--- src/core/enc_ch1_pkg.sv ---
// package: constants for the channel-one incremental encoder front end
// assumes a 125 MHz mclk and a two-track digital encoder on pins
package enc_ch1_pkg;
  localparam int unsigned CLK_HZ = 125_000_000;
  localparam int unsigned BASE_CYCLE_US = 125;
  localparam int unsigned BASE_CYCLE_CLKS = CLK_HZ / 1_000_000 * BASE_CYCLE_US;
  localparam int unsigned MS_CLKS = CLK_HZ / 1_000;
  localparam logic [3:0] CHANNEL_DIGITAL = 4'h3;
  localparam logic [2:0] ABS_OFF = 3'h0;
  localparam logic [2:0] ABS_SERIAL = 3'h1;
  localparam logic [2:0] ABS_LAST = 3'h4;
  localparam logic [2:0] FMT_QUAD_FWD = 3'h0;
  localparam logic [2:0] FMT_QUAD_REV = 3'h1;
  localparam logic [2:0] FMT_STEP_FALL = 3'h2;
  localparam logic [2:0] FMT_STEP_RISE = 3'h3;
  localparam logic [7:0] SAMPLE_INTERVAL_RESET = 8'h01;
  localparam int unsigned POS_W = 32;
  localparam int unsigned SPEED_W = 16;
  localparam int unsigned TIMEOUT_W = 16;
endpackage

--- src/core/enc_tick_gen.sv ---
// tick generator: one pulse every n base cycles of 125 us
// assumes mclk at the rate held in the package
`timescale 1ns/1ps
module enc_tick_gen (
  input wire logic mclk,
  input wire logic rstn,
  input wire logic clk_en,
  input wire logic [7:0] interval,
  output logic sample_tick,
  output logic ms_tick
);
  logic [15:0] base_q;
  logic [7:0] mult_q;
  logic [16:0] ms_q;
  logic base_end;
  logic [7:0] n_eff;

  assign base_end = (base_q == 16'(enc_ch1_pkg::BASE_CYCLE_CLKS - 1));
  // interval of zero is treated as one so sampling never stops
  assign n_eff = (interval == 8'h00) ? 8'h01 : interval;

  always_ff @(posedge mclk or negedge rstn) begin
    if (!rstn) begin
      base_q <= 16'h0000;
    end else if (clk_en) begin
      base_q <= base_end ? 16'h0000 : base_q + 16'h0001;
    end
  end

  always_ff @(posedge mclk or negedge rstn) begin
    if (!rstn) begin
      mult_q <= 8'h00;
      sample_tick <= 1'b0;
    end else if (clk_en) begin
      sample_tick <= 1'b0;
      if (base_end) begin
        if (mult_q >= n_eff - 8'h01) begin
          mult_q <= 8'h00;
          sample_tick <= 1'b1;
        end else begin
          mult_q <= mult_q + 8'h01;
        end
      end
    end
  end

  always_ff @(posedge mclk or negedge rstn) begin
    if (!rstn) begin
      ms_q <= 17'h0_0000;
      ms_tick <= 1'b0;
    end else if (clk_en) begin
      ms_tick <= (ms_q == 17'(enc_ch1_pkg::MS_CLKS - 1));
      ms_q <= (ms_q == 17'(enc_ch1_pkg::MS_CLKS - 1)) ? 17'h0_0000 : ms_q + 17'h0_0001;
    end
  end
endmodule

--- src/core/incremental_encoder_channel.sv ---
// incremental encoder channel one: decode, position count, speed, index
// assumes encoder tracks arrive asynchronously on pins; settings are static ports
//
// Notes on behaviour
// - channel select 3 enables digital decode
// - absolute select 0 off, 1-4 interfaces
// - absolute position loaded once at init
// - format 0 quadrature x4, 1 reversed
// - format 2 falling A, B high positive
// - format 3 rising A, B high negative
// - no count for n ms zeroes speed
// - index evaluated only while homing active or index test mode set
// - index test mode 1 evaluates index
// - test mode shows index on observers
// - linear run rotary: lines per revolution
// - evaluate every n times 125 us
// - sample interval count defaults to one
`timescale 1ns/1ps
module incremental_encoder_channel (
  input wire logic mclk,
  input wire logic rstn,
  input wire logic clk_en,
  input wire logic track_a,
  input wire logic track_b,
  input wire logic index_pulse,
  input wire logic [3:0] encoder_channel_select,
  input wire logic [2:0] absolute_interface_select,
  input wire logic [2:0] pulse_signal_format,
  input wire logic [15:0] inactivity_timeout_ms,
  input wire logic index_test_mode,
  input wire logic [31:0] lines_per_revolution,
  input wire logic [7:0] sample_interval_count,
  input wire logic homing_active,
  input wire logic abs_valid,
  input wire logic [31:0] abs_position,
  output logic abs_request,
  output logic init_done,
  output logic [31:0] position,
  output logic [31:0] rev_count,
  output logic [15:0] speed,
  output logic index_seen,
  output logic observe_1014,
  output logic observe_1016
);
  // ---------------------------------------------------------------
  // pin synchronisers
  // ---------------------------------------------------------------
  logic [2:0] sync1_q;
  logic [2:0] sync2_q;
  logic [2:0] prev_q;

  always_ff @(posedge mclk or negedge rstn) begin
    if (!rstn) begin
      sync1_q <= 3'h0;
      sync2_q <= 3'h0;
      prev_q <= 3'h0;
    end else if (clk_en) begin
      sync1_q <= {index_pulse, track_b, track_a};
      sync2_q <= sync1_q;
      prev_q <= sync2_q;
    end
  end

  logic a_s, b_s, a_p, b_p, z_s, z_p;
  assign a_s = sync2_q[0];
  assign b_s = sync2_q[1];
  assign z_s = sync2_q[2];
  assign a_p = prev_q[0];
  assign b_p = prev_q[1];
  assign z_p = prev_q[2];

  // ---------------------------------------------------------------
  // sample timing
  // ---------------------------------------------------------------
  logic [7:0] interval_q;
  logic sample_tick;
  logic ms_tick;

  // setting is captured after reset; reset value is one base cycle
  always_ff @(posedge mclk or negedge rstn) begin
    if (!rstn) begin
      interval_q <= enc_ch1_pkg::SAMPLE_INTERVAL_RESET;
    end else if (clk_en) begin
      interval_q <= sample_interval_count;
    end
  end

  enc_tick_gen u_tick (
    .mclk(mclk),
    .rstn(rstn),
    .clk_en(clk_en),
    .interval(interval_q),
    .sample_tick(sample_tick),
    .ms_tick(ms_tick)
  );

  // ---------------------------------------------------------------
  // edge decode
  // ---------------------------------------------------------------
  function automatic logic [1:0] quad_step(input logic [1:0] prv, input logic [1:0] cur);
    // returns {valid, up}; gray order 00-01-11-10 counts up
    logic [3:0] t;
    t = {prv, cur};
    case (t)
      4'b0001, 4'b0111, 4'b1110, 4'b1000: quad_step = 2'b11;
      4'b0010, 4'b1011, 4'b1101, 4'b0100: quad_step = 2'b10;
      default: quad_step = 2'b00;
    endcase
  endfunction

  logic enabled;
  logic step_valid;
  logic step_up;
  logic [1:0] q;

  assign enabled = (encoder_channel_select == enc_ch1_pkg::CHANNEL_DIGITAL) && init_done;
  assign q = quad_step({b_p, a_p}, {b_s, a_s});

  always_comb begin
    step_valid = 1'b0;
    step_up = 1'b0;
    case (pulse_signal_format)
      enc_ch1_pkg::FMT_QUAD_FWD: begin
        step_valid = q[1];
        step_up = q[0];
      end
      enc_ch1_pkg::FMT_QUAD_REV: begin
        step_valid = q[1];
        step_up = ~q[0];
      end
      enc_ch1_pkg::FMT_STEP_FALL: begin
        step_valid = a_p & ~a_s;
        step_up = b_s;
      end
      enc_ch1_pkg::FMT_STEP_RISE: begin
        step_valid = ~a_p & a_s;
        step_up = ~b_s;
      end
      default: begin
        step_valid = 1'b0; // format 4 and up reserved
        step_up = 1'b0;
      end
    endcase
  end

  // ---------------------------------------------------------------
  // absolute initialisation
  // ---------------------------------------------------------------
  typedef enum logic [2:0] {
    INIT_START = 3'b001,
    INIT_FETCH = 3'b010,
    INIT_RUN = 3'b100
  } init_state_e;
  init_state_e init_q;
  logic abs_sel;
  assign abs_sel = (absolute_interface_select != enc_ch1_pkg::ABS_OFF) &&
                   (absolute_interface_select <= enc_ch1_pkg::ABS_LAST);

  always_ff @(posedge mclk or negedge rstn) begin
    if (!rstn) begin
      init_q <= INIT_START;
      abs_request <= 1'b0;
      init_done <= 1'b0;
    end else if (clk_en) begin
      case (init_q)
        INIT_START: begin
          if (abs_sel) begin
            init_q <= INIT_FETCH;
            abs_request <= 1'b1;
          end else begin
            init_q <= INIT_RUN;
            init_done <= 1'b1;
          end
        end
        INIT_FETCH: begin
          if (abs_valid) begin
            init_q <= INIT_RUN; // single read, never repeated
            abs_request <= 1'b0;
            init_done <= 1'b1;
          end
        end
        default: begin
          init_q <= INIT_RUN;
        end
      endcase
    end
  end

  // ---------------------------------------------------------------
  // position, revolution count
  // ---------------------------------------------------------------
  logic [31:0] line_q;
  logic [31:0] max_line;
  assign max_line = (lines_per_revolution == 32'h0000_0000) ? 32'h0000_0000 :
                    lines_per_revolution - 32'h0000_0001;

  always_ff @(posedge mclk or negedge rstn) begin
    if (!rstn) begin
      position <= 32'h0000_0000;
      line_q <= 32'h0000_0000;
      rev_count <= 32'h0000_0000;
    end else if (clk_en) begin
      if (init_q == INIT_FETCH && abs_valid) begin
        position <= abs_position;
      end else if (enabled && step_valid) begin
        position <= step_up ? position + 32'h0000_0001 : position - 32'h0000_0001;
        // one revolution per line count, i.e. one pole pitch on linear drives
        if (step_up) begin
          if (line_q >= max_line) begin
            line_q <= 32'h0000_0000;
            rev_count <= rev_count + 32'h0000_0001;
          end else begin
            line_q <= line_q + 32'h0000_0001;
          end
        end else begin
          if (line_q == 32'h0000_0000) begin
            line_q <= max_line;
            rev_count <= rev_count - 32'h0000_0001;
          end else begin
            line_q <= line_q - 32'h0000_0001;
          end
        end
      end
    end
  end

  // ---------------------------------------------------------------
  // speed per sample interval, inactivity zeroing
  // ---------------------------------------------------------------
  logic [31:0] last_pos_q;
  logic [15:0] idle_ms_q;
  logic idle;

  assign idle = (inactivity_timeout_ms != 16'h0000) && (idle_ms_q >= inactivity_timeout_ms);

  always_ff @(posedge mclk or negedge rstn) begin
    if (!rstn) begin
      idle_ms_q <= 16'h0000;
    end else if (clk_en) begin
      if (enabled && step_valid) begin
        idle_ms_q <= 16'h0000;
      end else if (ms_tick && idle_ms_q != 16'hffff) begin
        idle_ms_q <= idle_ms_q + 16'h0001;
      end
    end
  end

  always_ff @(posedge mclk or negedge rstn) begin
    if (!rstn) begin
      last_pos_q <= 32'h0000_0000;
      speed <= 16'h0000;
    end else if (clk_en) begin
      if (idle) begin
        speed <= 16'h0000;
      end else if (sample_tick) begin
        speed <= 16'(position - last_pos_q);
      end
      if (sample_tick) begin
        last_pos_q <= position;
      end
    end
  end

  // ---------------------------------------------------------------
  // index pulse
  // ---------------------------------------------------------------
  logic index_rise;
  assign index_rise = z_s & ~z_p;

  always_ff @(posedge mclk or negedge rstn) begin
    if (!rstn) begin
      index_seen <= 1'b0;
      observe_1014 <= 1'b0;
      observe_1016 <= 1'b0;
    end else if (clk_en) begin
      if (homing_active || index_test_mode) begin
        if (index_rise) begin
          index_seen <= 1'b1;
        end
      end else begin
        index_seen <= 1'b0;
      end
      observe_1014 <= index_test_mode & z_s;
      observe_1016 <= index_test_mode & index_rise;
    end
  end
endmodule

--- config.mk ---
export PLATFORM = sky130hd
export DESIGN_NAME = incremental_encoder_channel
export DESIGN_NICKNAME = d
export VERILOG_FILES = /design/src/core/enc_ch1_pkg.sv /design/src/core/enc_tick_gen.sv /design/src/core/incremental_encoder_channel.sv
export SDC_FILE = /design/constraint.sdc
export NUM_CORES = 1
export LEC_CHECK = 0
export BUFFER_PORTS_ARGS = -buffer_cell sky130_fd_sc_hd__buf_2
export CAP_MARGIN = 0
export CORE_ASPECT_RATIO = 1.5
export CORE_MARGIN = 1.5
export CORE_UTILIZATION = 60
export DETAILED_ROUTE_END_ITERATION = 10
export GPL_TIMING_DRIVEN = 0
export PLACE_DENSITY_LB_ADDON = 0.2
export SYNTH_ARGS = -nofsm -noshare
export SYNTH_HDL_FRONTEND = slang
export SYNTH_SLANG_ARGS = --single-unit
--- constraint.sdc ---
create_clock -name mclk -period 8.55 [get_ports mclk]
set_clock_uncertainty 0.2 [all_clocks]
set_input_delay 2.565 -clock mclk [delete_from_list [all_inputs] [get_ports mclk]]
set_output_delay 2.565 -clock mclk [all_outputs]
set_load 0.005 [all_outputs]
# == Word level (Yosys, flattened, before mapping) ==
# Memories as Yosys holds them, arrays and structs flattened.
# Cells that the tools add are included.
# classes
add_sub_neg,13
order_cmp,4
n_eq_ne,14
n_mux,33
bitwise,11
n_reduce_logical,30
# op_table
operator,n
2-to-1 mux 32 bit,10
"subtractor 32 x 1 -> 32 bit, second input constant",4
"adder 32 x 1 -> 32 bit, second input constant",3
2-to-1 mux 16 bit,5
logical NOT 32 bit,2
"adder 16 x 1 -> 16 bit, second input constant",2
>= comparator 32 bit,1
"adder 17 x 1 -> 17 bit, second input constant",1
"equality test 17 bit, second input constant",1
2-to-1 mux 17 bit,1
"equality test 16 x 14 -> 1 bit, second input constant",1
>= comparator 16 bit,1
2-to-1 mux 8 bit,2
"!= test 16 bit, second input constant",1
nonzero test 16 bit,1
subtractor 16 bit,1
AND reduction 2 bit,7
nonzero test 2 bit,5
"equality test 3 x 2 -> 1 bit, second input constant",3
"adder 8 x 1 -> 8 bit, second input constant",1
>= comparator 8 bit,1
logical NOT 8 bit,1
2-to-1 mux 1 bit,8
"!= test 2 bit, second input constant",4
other kinds (20),38
# word_totals
regBits,212
mem_bits_ro,32
inputBits,107
output_inout_bits,85
elab_cells,127
n_memories,1
# mem_list
name,depth,width,read_ports,rd_clocked_by_memory_dff,wr,line,text
(no name shown),16,2,1,0,0,incremental_encoder_channel.sv:104,case (t)

# == Longest topological paths before layout ==
# depth
depth_word,6
depth_mapped,21
depth_no_buf,18

# == Modules after synthesis ==
# Synthesis repeated with hierarchy kept, for this count alone.
# unflattened
cells_unflattened,2024
area_unflattened_um2,16995.0
# by_module_without_submodules
mod,n_inst,cells_each,area_each_um2,seq_area_each_um2
incremental_encoder_channel,1,1770,14507.7,4231.6
enc_tick_gen,1,254,2487.4,1076.0

# == Least setup slack after synthesis ==
# No wires, ideal clock.
# synth_timing
path_kind,in2reg
startpoint,input port pulse_signal_format[1]
endpoint,register position[25]
setup_ns,0.094
arrival_time_ns,7.238
required_time_ns,8.256
setup_slack_ns,1.019
stages,16
n_path_buf,2
cell_sequence,mux2i_1 -> xnor2_1 -> nor2b_1 -> buf_4 -> inv_2 -> clkbuf_1 -> ha_1 -> o21a_1 -> or2_2 -> a32oi_1 -> o21ai_0 -> a41o_1 -> and3_1 -> a31oi_1 -> xor2_1 -> a211oi_1
# synth_between
elab_chain_cells,6
elab_cells_between_ends,13
# synth_rtl
element,line,text
from (decl),incremental_encoder_channel.sv:28,"input wire logic [2:0] pulse_signal_format,"
equality test 3 x 1 -> 1 bit or logical NOT 3 bit (tied branches),incremental_encoder_channel.sv:122,case (pulse_signal_format)
OR reduction 2 bit (no line),-,
case mux 1 bit (3 select lines),incremental_encoder_channel.sv:122,
logical AND 1 bit,incremental_encoder_channel.sv:205,end else if (enabled && step_valid) begin
nonzero test 2 bit (no line),-,
AND reduction 2 bit (no line),-,
to (signal assigned),incremental_encoder_channel.sv:204,position <= abs_position;
to (signal assigned),incremental_encoder_channel.sv:206,position <= step_up ? position + 32'h0000_0001 : position - 32'h0000_0001;
to (decl),incremental_encoder_channel.sv:38,"output logic [31:0] position,"
# Several ways; a longest one is shown, not always the timed one. The select of a mux whose other input is x is not followed.
# A chain may end at the register's enable or synchronous reset.

# == Worst setup path in the final report ==
# layout_timing
startpoint,input port lines_per_revolution[10]
endpoint,register rev_count[31]
# layout_between
elab_chain_cells,5
elab_cells_between_ends,6
# layout_rtl
element,line,text
from (decl),incremental_encoder_channel.sv:31,"input wire logic [31:0] lines_per_revolution,"
subtractor 32 x 1 -> 32 bit or logical NOT 32 bit (tied branches),"incremental_encoder_channel.sv:195, incremental_encoder_channel.sv:194",
2-to-1 mux 32 bit (*),incremental_encoder_channel.sv:194,assign max_line = (lines_per_revolution == 32'h0000_0000) ? 32'h0000_0000 :
>= comparator 32 bit (*),incremental_encoder_channel.sv:209,if (line_q >= max_line) begin
!= test 2 x 1 -> 1 bit (no line) (*),-,
AND reduction 5 bit (no line) (*),-,
to (signal assigned),incremental_encoder_channel.sv:211,rev_count <= rev_count + 32'h0000_0001;
to (signal assigned),incremental_encoder_channel.sv:218,rev_count <= rev_count - 32'h0000_0001;
to (decl),incremental_encoder_channel.sv:39,"output logic [31:0] rev_count,"
# Mark *: on every way between the ends. The rest lies on a longest branch, timed or not.

==> results.toml <==
[status]
outcome = "completed"

[grt]
grt_pass1_vias = 15800
grt_max_degree = 89
antenna_found_initial = 1
grt_overflow = 0
grt_pass1_wl_um = 78600
grtUsageTotal = 0.336

[logic_synthesis]
ys_warn_count = 0
yosysSeqAreaShare = 0.319
synth_top_cell_by_area = "dfrtp_1"
synth_fp_nets = 2215
syn_area_um2 = 16600
synth-edff-count = 0
async_reset_ff_frac = 1.00
avgSynthCellArea_um2 = 8.48
synthTopCellsByArea = "dfrtp_1, ha_1, nand2_1"
synth_top_area_share = 0.316
synth_seq_cells = 212
syn_inst = 1959
ys.flop_type = "dfrtp_1"
ys_types = 86

[cts]
cts.repair.resized = 0
path_clk_slew_ns = 0.06
cts-root-buf = "clkbuf_16"
cts_tree = "done"
htree_levels = 1
postCtsHoldBufs = 0
insertion_delay_ns = 0.54
clock_path_buffers = 3
postCtsSetupBuffers = 0
cts_sinks = 212
numCtsBuffers = 24

[die]
pin_count = 192
initial_utilization = 0.611
die_area_um2 = 28700
fp.dieH_um = 207
rows = 74
core_area_um2 = 27200
fp.dieW_um = 139

[placement]
routabilityCongestion = 0.997
preCtsSetupSlack_ns = 0.0254
dp_cells = 2493
port_buffers = 189
dp_hpwl_um = 36800

[cells_and_area]
fin_cells = 2538
nFillCells = 2274
syn_to_final_growth_pct = 14.4
multiInputGateArea_um2 = 10700
nNetsFinal = 2433
final_util = 0.699
regArea_um2 = 5310
drive_gt1_frac = 0.148

[worst_setup_path]
slowest_delay_ns = 0.94
criticalPathCategory = "input port to register"
path_max_fanout = 10
crit_arrival_ns = 8.39
crit_required_ns = 8.81
critPathLaunchType = "input port"
r2r-start = "sync2_q[0]"
reg2reg_to = "rev_count[31]"
reg2regPathDepth = 20
cpMaxStageDelayCell = "nor4_1"
crit_path_end_kind = "register"
r2r_setup_slack_ns = 3.06
path_cells = "buf_2 > or4_1 > or2_1 > clkbuf_1 > nor3_1 > nand2_1 > nor3_1 > xnor2_1 > nor2_1 > inv_1 > ha_1 > nand4_1 > nor4_1 > a41oi_1 > nand2_2 > clkbuf_1 > nand4_1 > mux2i_1 > xor2_1"

[flow_run]
maxCapViolations = 0

[detailed_routing]
avgViaCountPerCell = 6.26
wire_per_inst_um = 19.2
drc = 0
totalWireLength_um = 48700
ant_nets = 0
drt_iter0_markers = 1216
num_vias = 15900
drt_first_pass_iters = 6

[sta]
setup_ws_ns = 0.413
finalSetupTns_ns = 0
hold_violations = 0
finalSetupViolations = 0
relSlewSlack = 0.269
report.final.slew_viol_count = 0
worstMarginPinSlew_ns = 1.09
fmax_mhz = 123
fin_crit_ns = 8.14
min_period_over_period = 0.952
rsz0062_at_grt = "no"

[power]
leakagePower_nw = 9.26
ir_worst_vdd_mv = 0.251
p_per_area_nw_per_um2 = 244

[hold_path]
holdPathStages = 1
min_to = "rev_count[31]"
hold_class = "register to register"
min_from = "rev_count[31]"
worst max-delay path: cells and delay by family:
kind,cells,cell delay (ns)
buf+inv,4,0.91
fa+ha+maj,1,0.30
mux,1,0.32
xor+xnor,2,0.27
compound gates,1,0.51
simple gates,10,3.53
where the power goes:
part,leakage (nW),internal (mW),switching (mW),total (mW)
sequential,2.82,1.12,0.159,1.28
combinational,5.99,0.946,1.19,2.14
clock,0.451,0.760,0.455,1.22
final cells by class:
type	instances	area share
Sequential cell	212	0.279
Antenna cell	1	0.000132
Buffer	85	0.0200
Multi-Input combinational cell	1593	0.561
Inverter	69	0.0136
Clock inverter	13	0.0124
Tap cell	342	0.0225
Timing Repair Buffer	192	0.0542
Clock buffer	31	0.0367
Yosys cell counts, drive strengths merged, types with 4 or more instances:
| cell | count |
|---|---|
| nand3b | 4 |
| nor2b | 21 |
| o21ai | 173 |
| and3 | 25 |
| a21o | 58 |
| nor3 | 56 |
| nor4b | 4 |
| a31oi | 16 |
| o41ai | 5 |
| clkbuf | 63 |
| o21a | 13 |
| nand2b | 18 |
| o32ai | 6 |
| mux2i | 7 |
| nor4 | 35 |
| a21oi | 142 |
| a211oi | 15 |
| xor2 | 73 |
| nand3 | 72 |
| a31o | 7 |
| xnor2 | 85 |
| nor3b | 7 |
| o31ai | 10 |
| nand2 | 211 |
| o211ai | 8 |
| and4 | 9 |
| dfrtp | 210 |
| o22ai | 8 |
| or2 | 11 |
| nor2 | 152 |
| o2bb2ai | 4 |
| o32a | 8 |
| a22o | 28 |
| and2 | 16 |
| or3 | 10 |
| buf | 22 |
| ha | 146 |
| a2111oi | 4 |
| or4 | 11 |
| mux2 | 33 |
| o21bai | 9 |
| nand4 | 26 |
| inv | 69 |
worst max path at each step:
stage | start | endpoint | slack (ns) | cells past startpoint
after floorplan | pulse_signal_format[1] | position[25] | 1.02 | 16
after global placement | pulse_signal_format[1] | position[31] | -0.83 | 17
after detailed placement | lines_per_revolution[10] | rev_count[31] | 0.03 | 19
after CTS | lines_per_revolution[10] | rev_count[31] | 0.58 | 19
after global routing | lines_per_revolution[14] | rev_count[31] | 0.31 | 18
final | lines_per_revolution[10] | rev_count[31] | 0.41 | 19
layout by cell type, fill, tap and decap left out, types with 68 or more instances in the layout:
cell type	instances
ha_1	146
dfrtp_1	210
xnor2_1	85
buf_2	201
inv_1	68
a21oi_1	142
nand3_1	70
o21ai_0	131
xor2_1	73
nand2_1	209
nor2_1	149
sequential cells by signal (all words and copies together), names as in the netlist:
signal              cells
u_tick.base_q          16
u_tick.mult_q           8
interval_q              8
speed                  16
last_pos_q             16
u_tick.ms_tick          1
u_tick.ms_q            17
observe_1016            1
prev_q                  3
init_q                  3
init_done               1
observe_1014            1
sync1_q                 3
rev_count              32
position               32
sync2_q                 3
line_q                 32
idle_ms_q              16
index_seen              1
u_tick.sample_tick      1
abs_request             1
cells by family (layout without fill, tap and decap cells):
logic type | after synthesis | after routing | share of synthesized area
buffers and inverters | 154 | 390 | 0.0382
AND/OR/NAND/NOR | 695 | 695 | 0.207
multiplexers | 41 | 41 | 0.0286
XOR/XNOR | 159 | 159 | 0.0846
adder cells (fa/ha/maj) | 149 | 149 | 0.114
other | 0 | 1 | 0
flip-flops | 212 | 212 | 0.319
AO/OA/AOI/OAI | 549 | 549 | 0.208
metrics by stage:
step           power [mW]  cell area (µm²)  hold WS, ns
2_1_floorplan        2.85            16600        0.246
3_5_place_dp         3.38            18100        0.259
5_1_grt              4.93            19000        0.279
3_3_place_gp         3.31            18000        0.254
6_report             4.63            19000        0.272
4_1_cts              4.61            19000        0.269
metal layers:
| layer | GRT usage | vias up | routed length [µm] | share of wire |
|---|---|---|---|---|
| li1 | - | 7575 | - | - |
| met1 | 0.372 | 7510 | 18200 | 0.37 |
| met2 | 0.616 | 597 | 24600 | 0.50 |
| met3 | 0.0378 | 206 | 2710 | 0.056 |
| met4 | 0.208 | 2 | 3230 | 0.066 |
| met5 | 0 | - | 14 | 0.00029 |
Power figures use the tool's default switching activity.
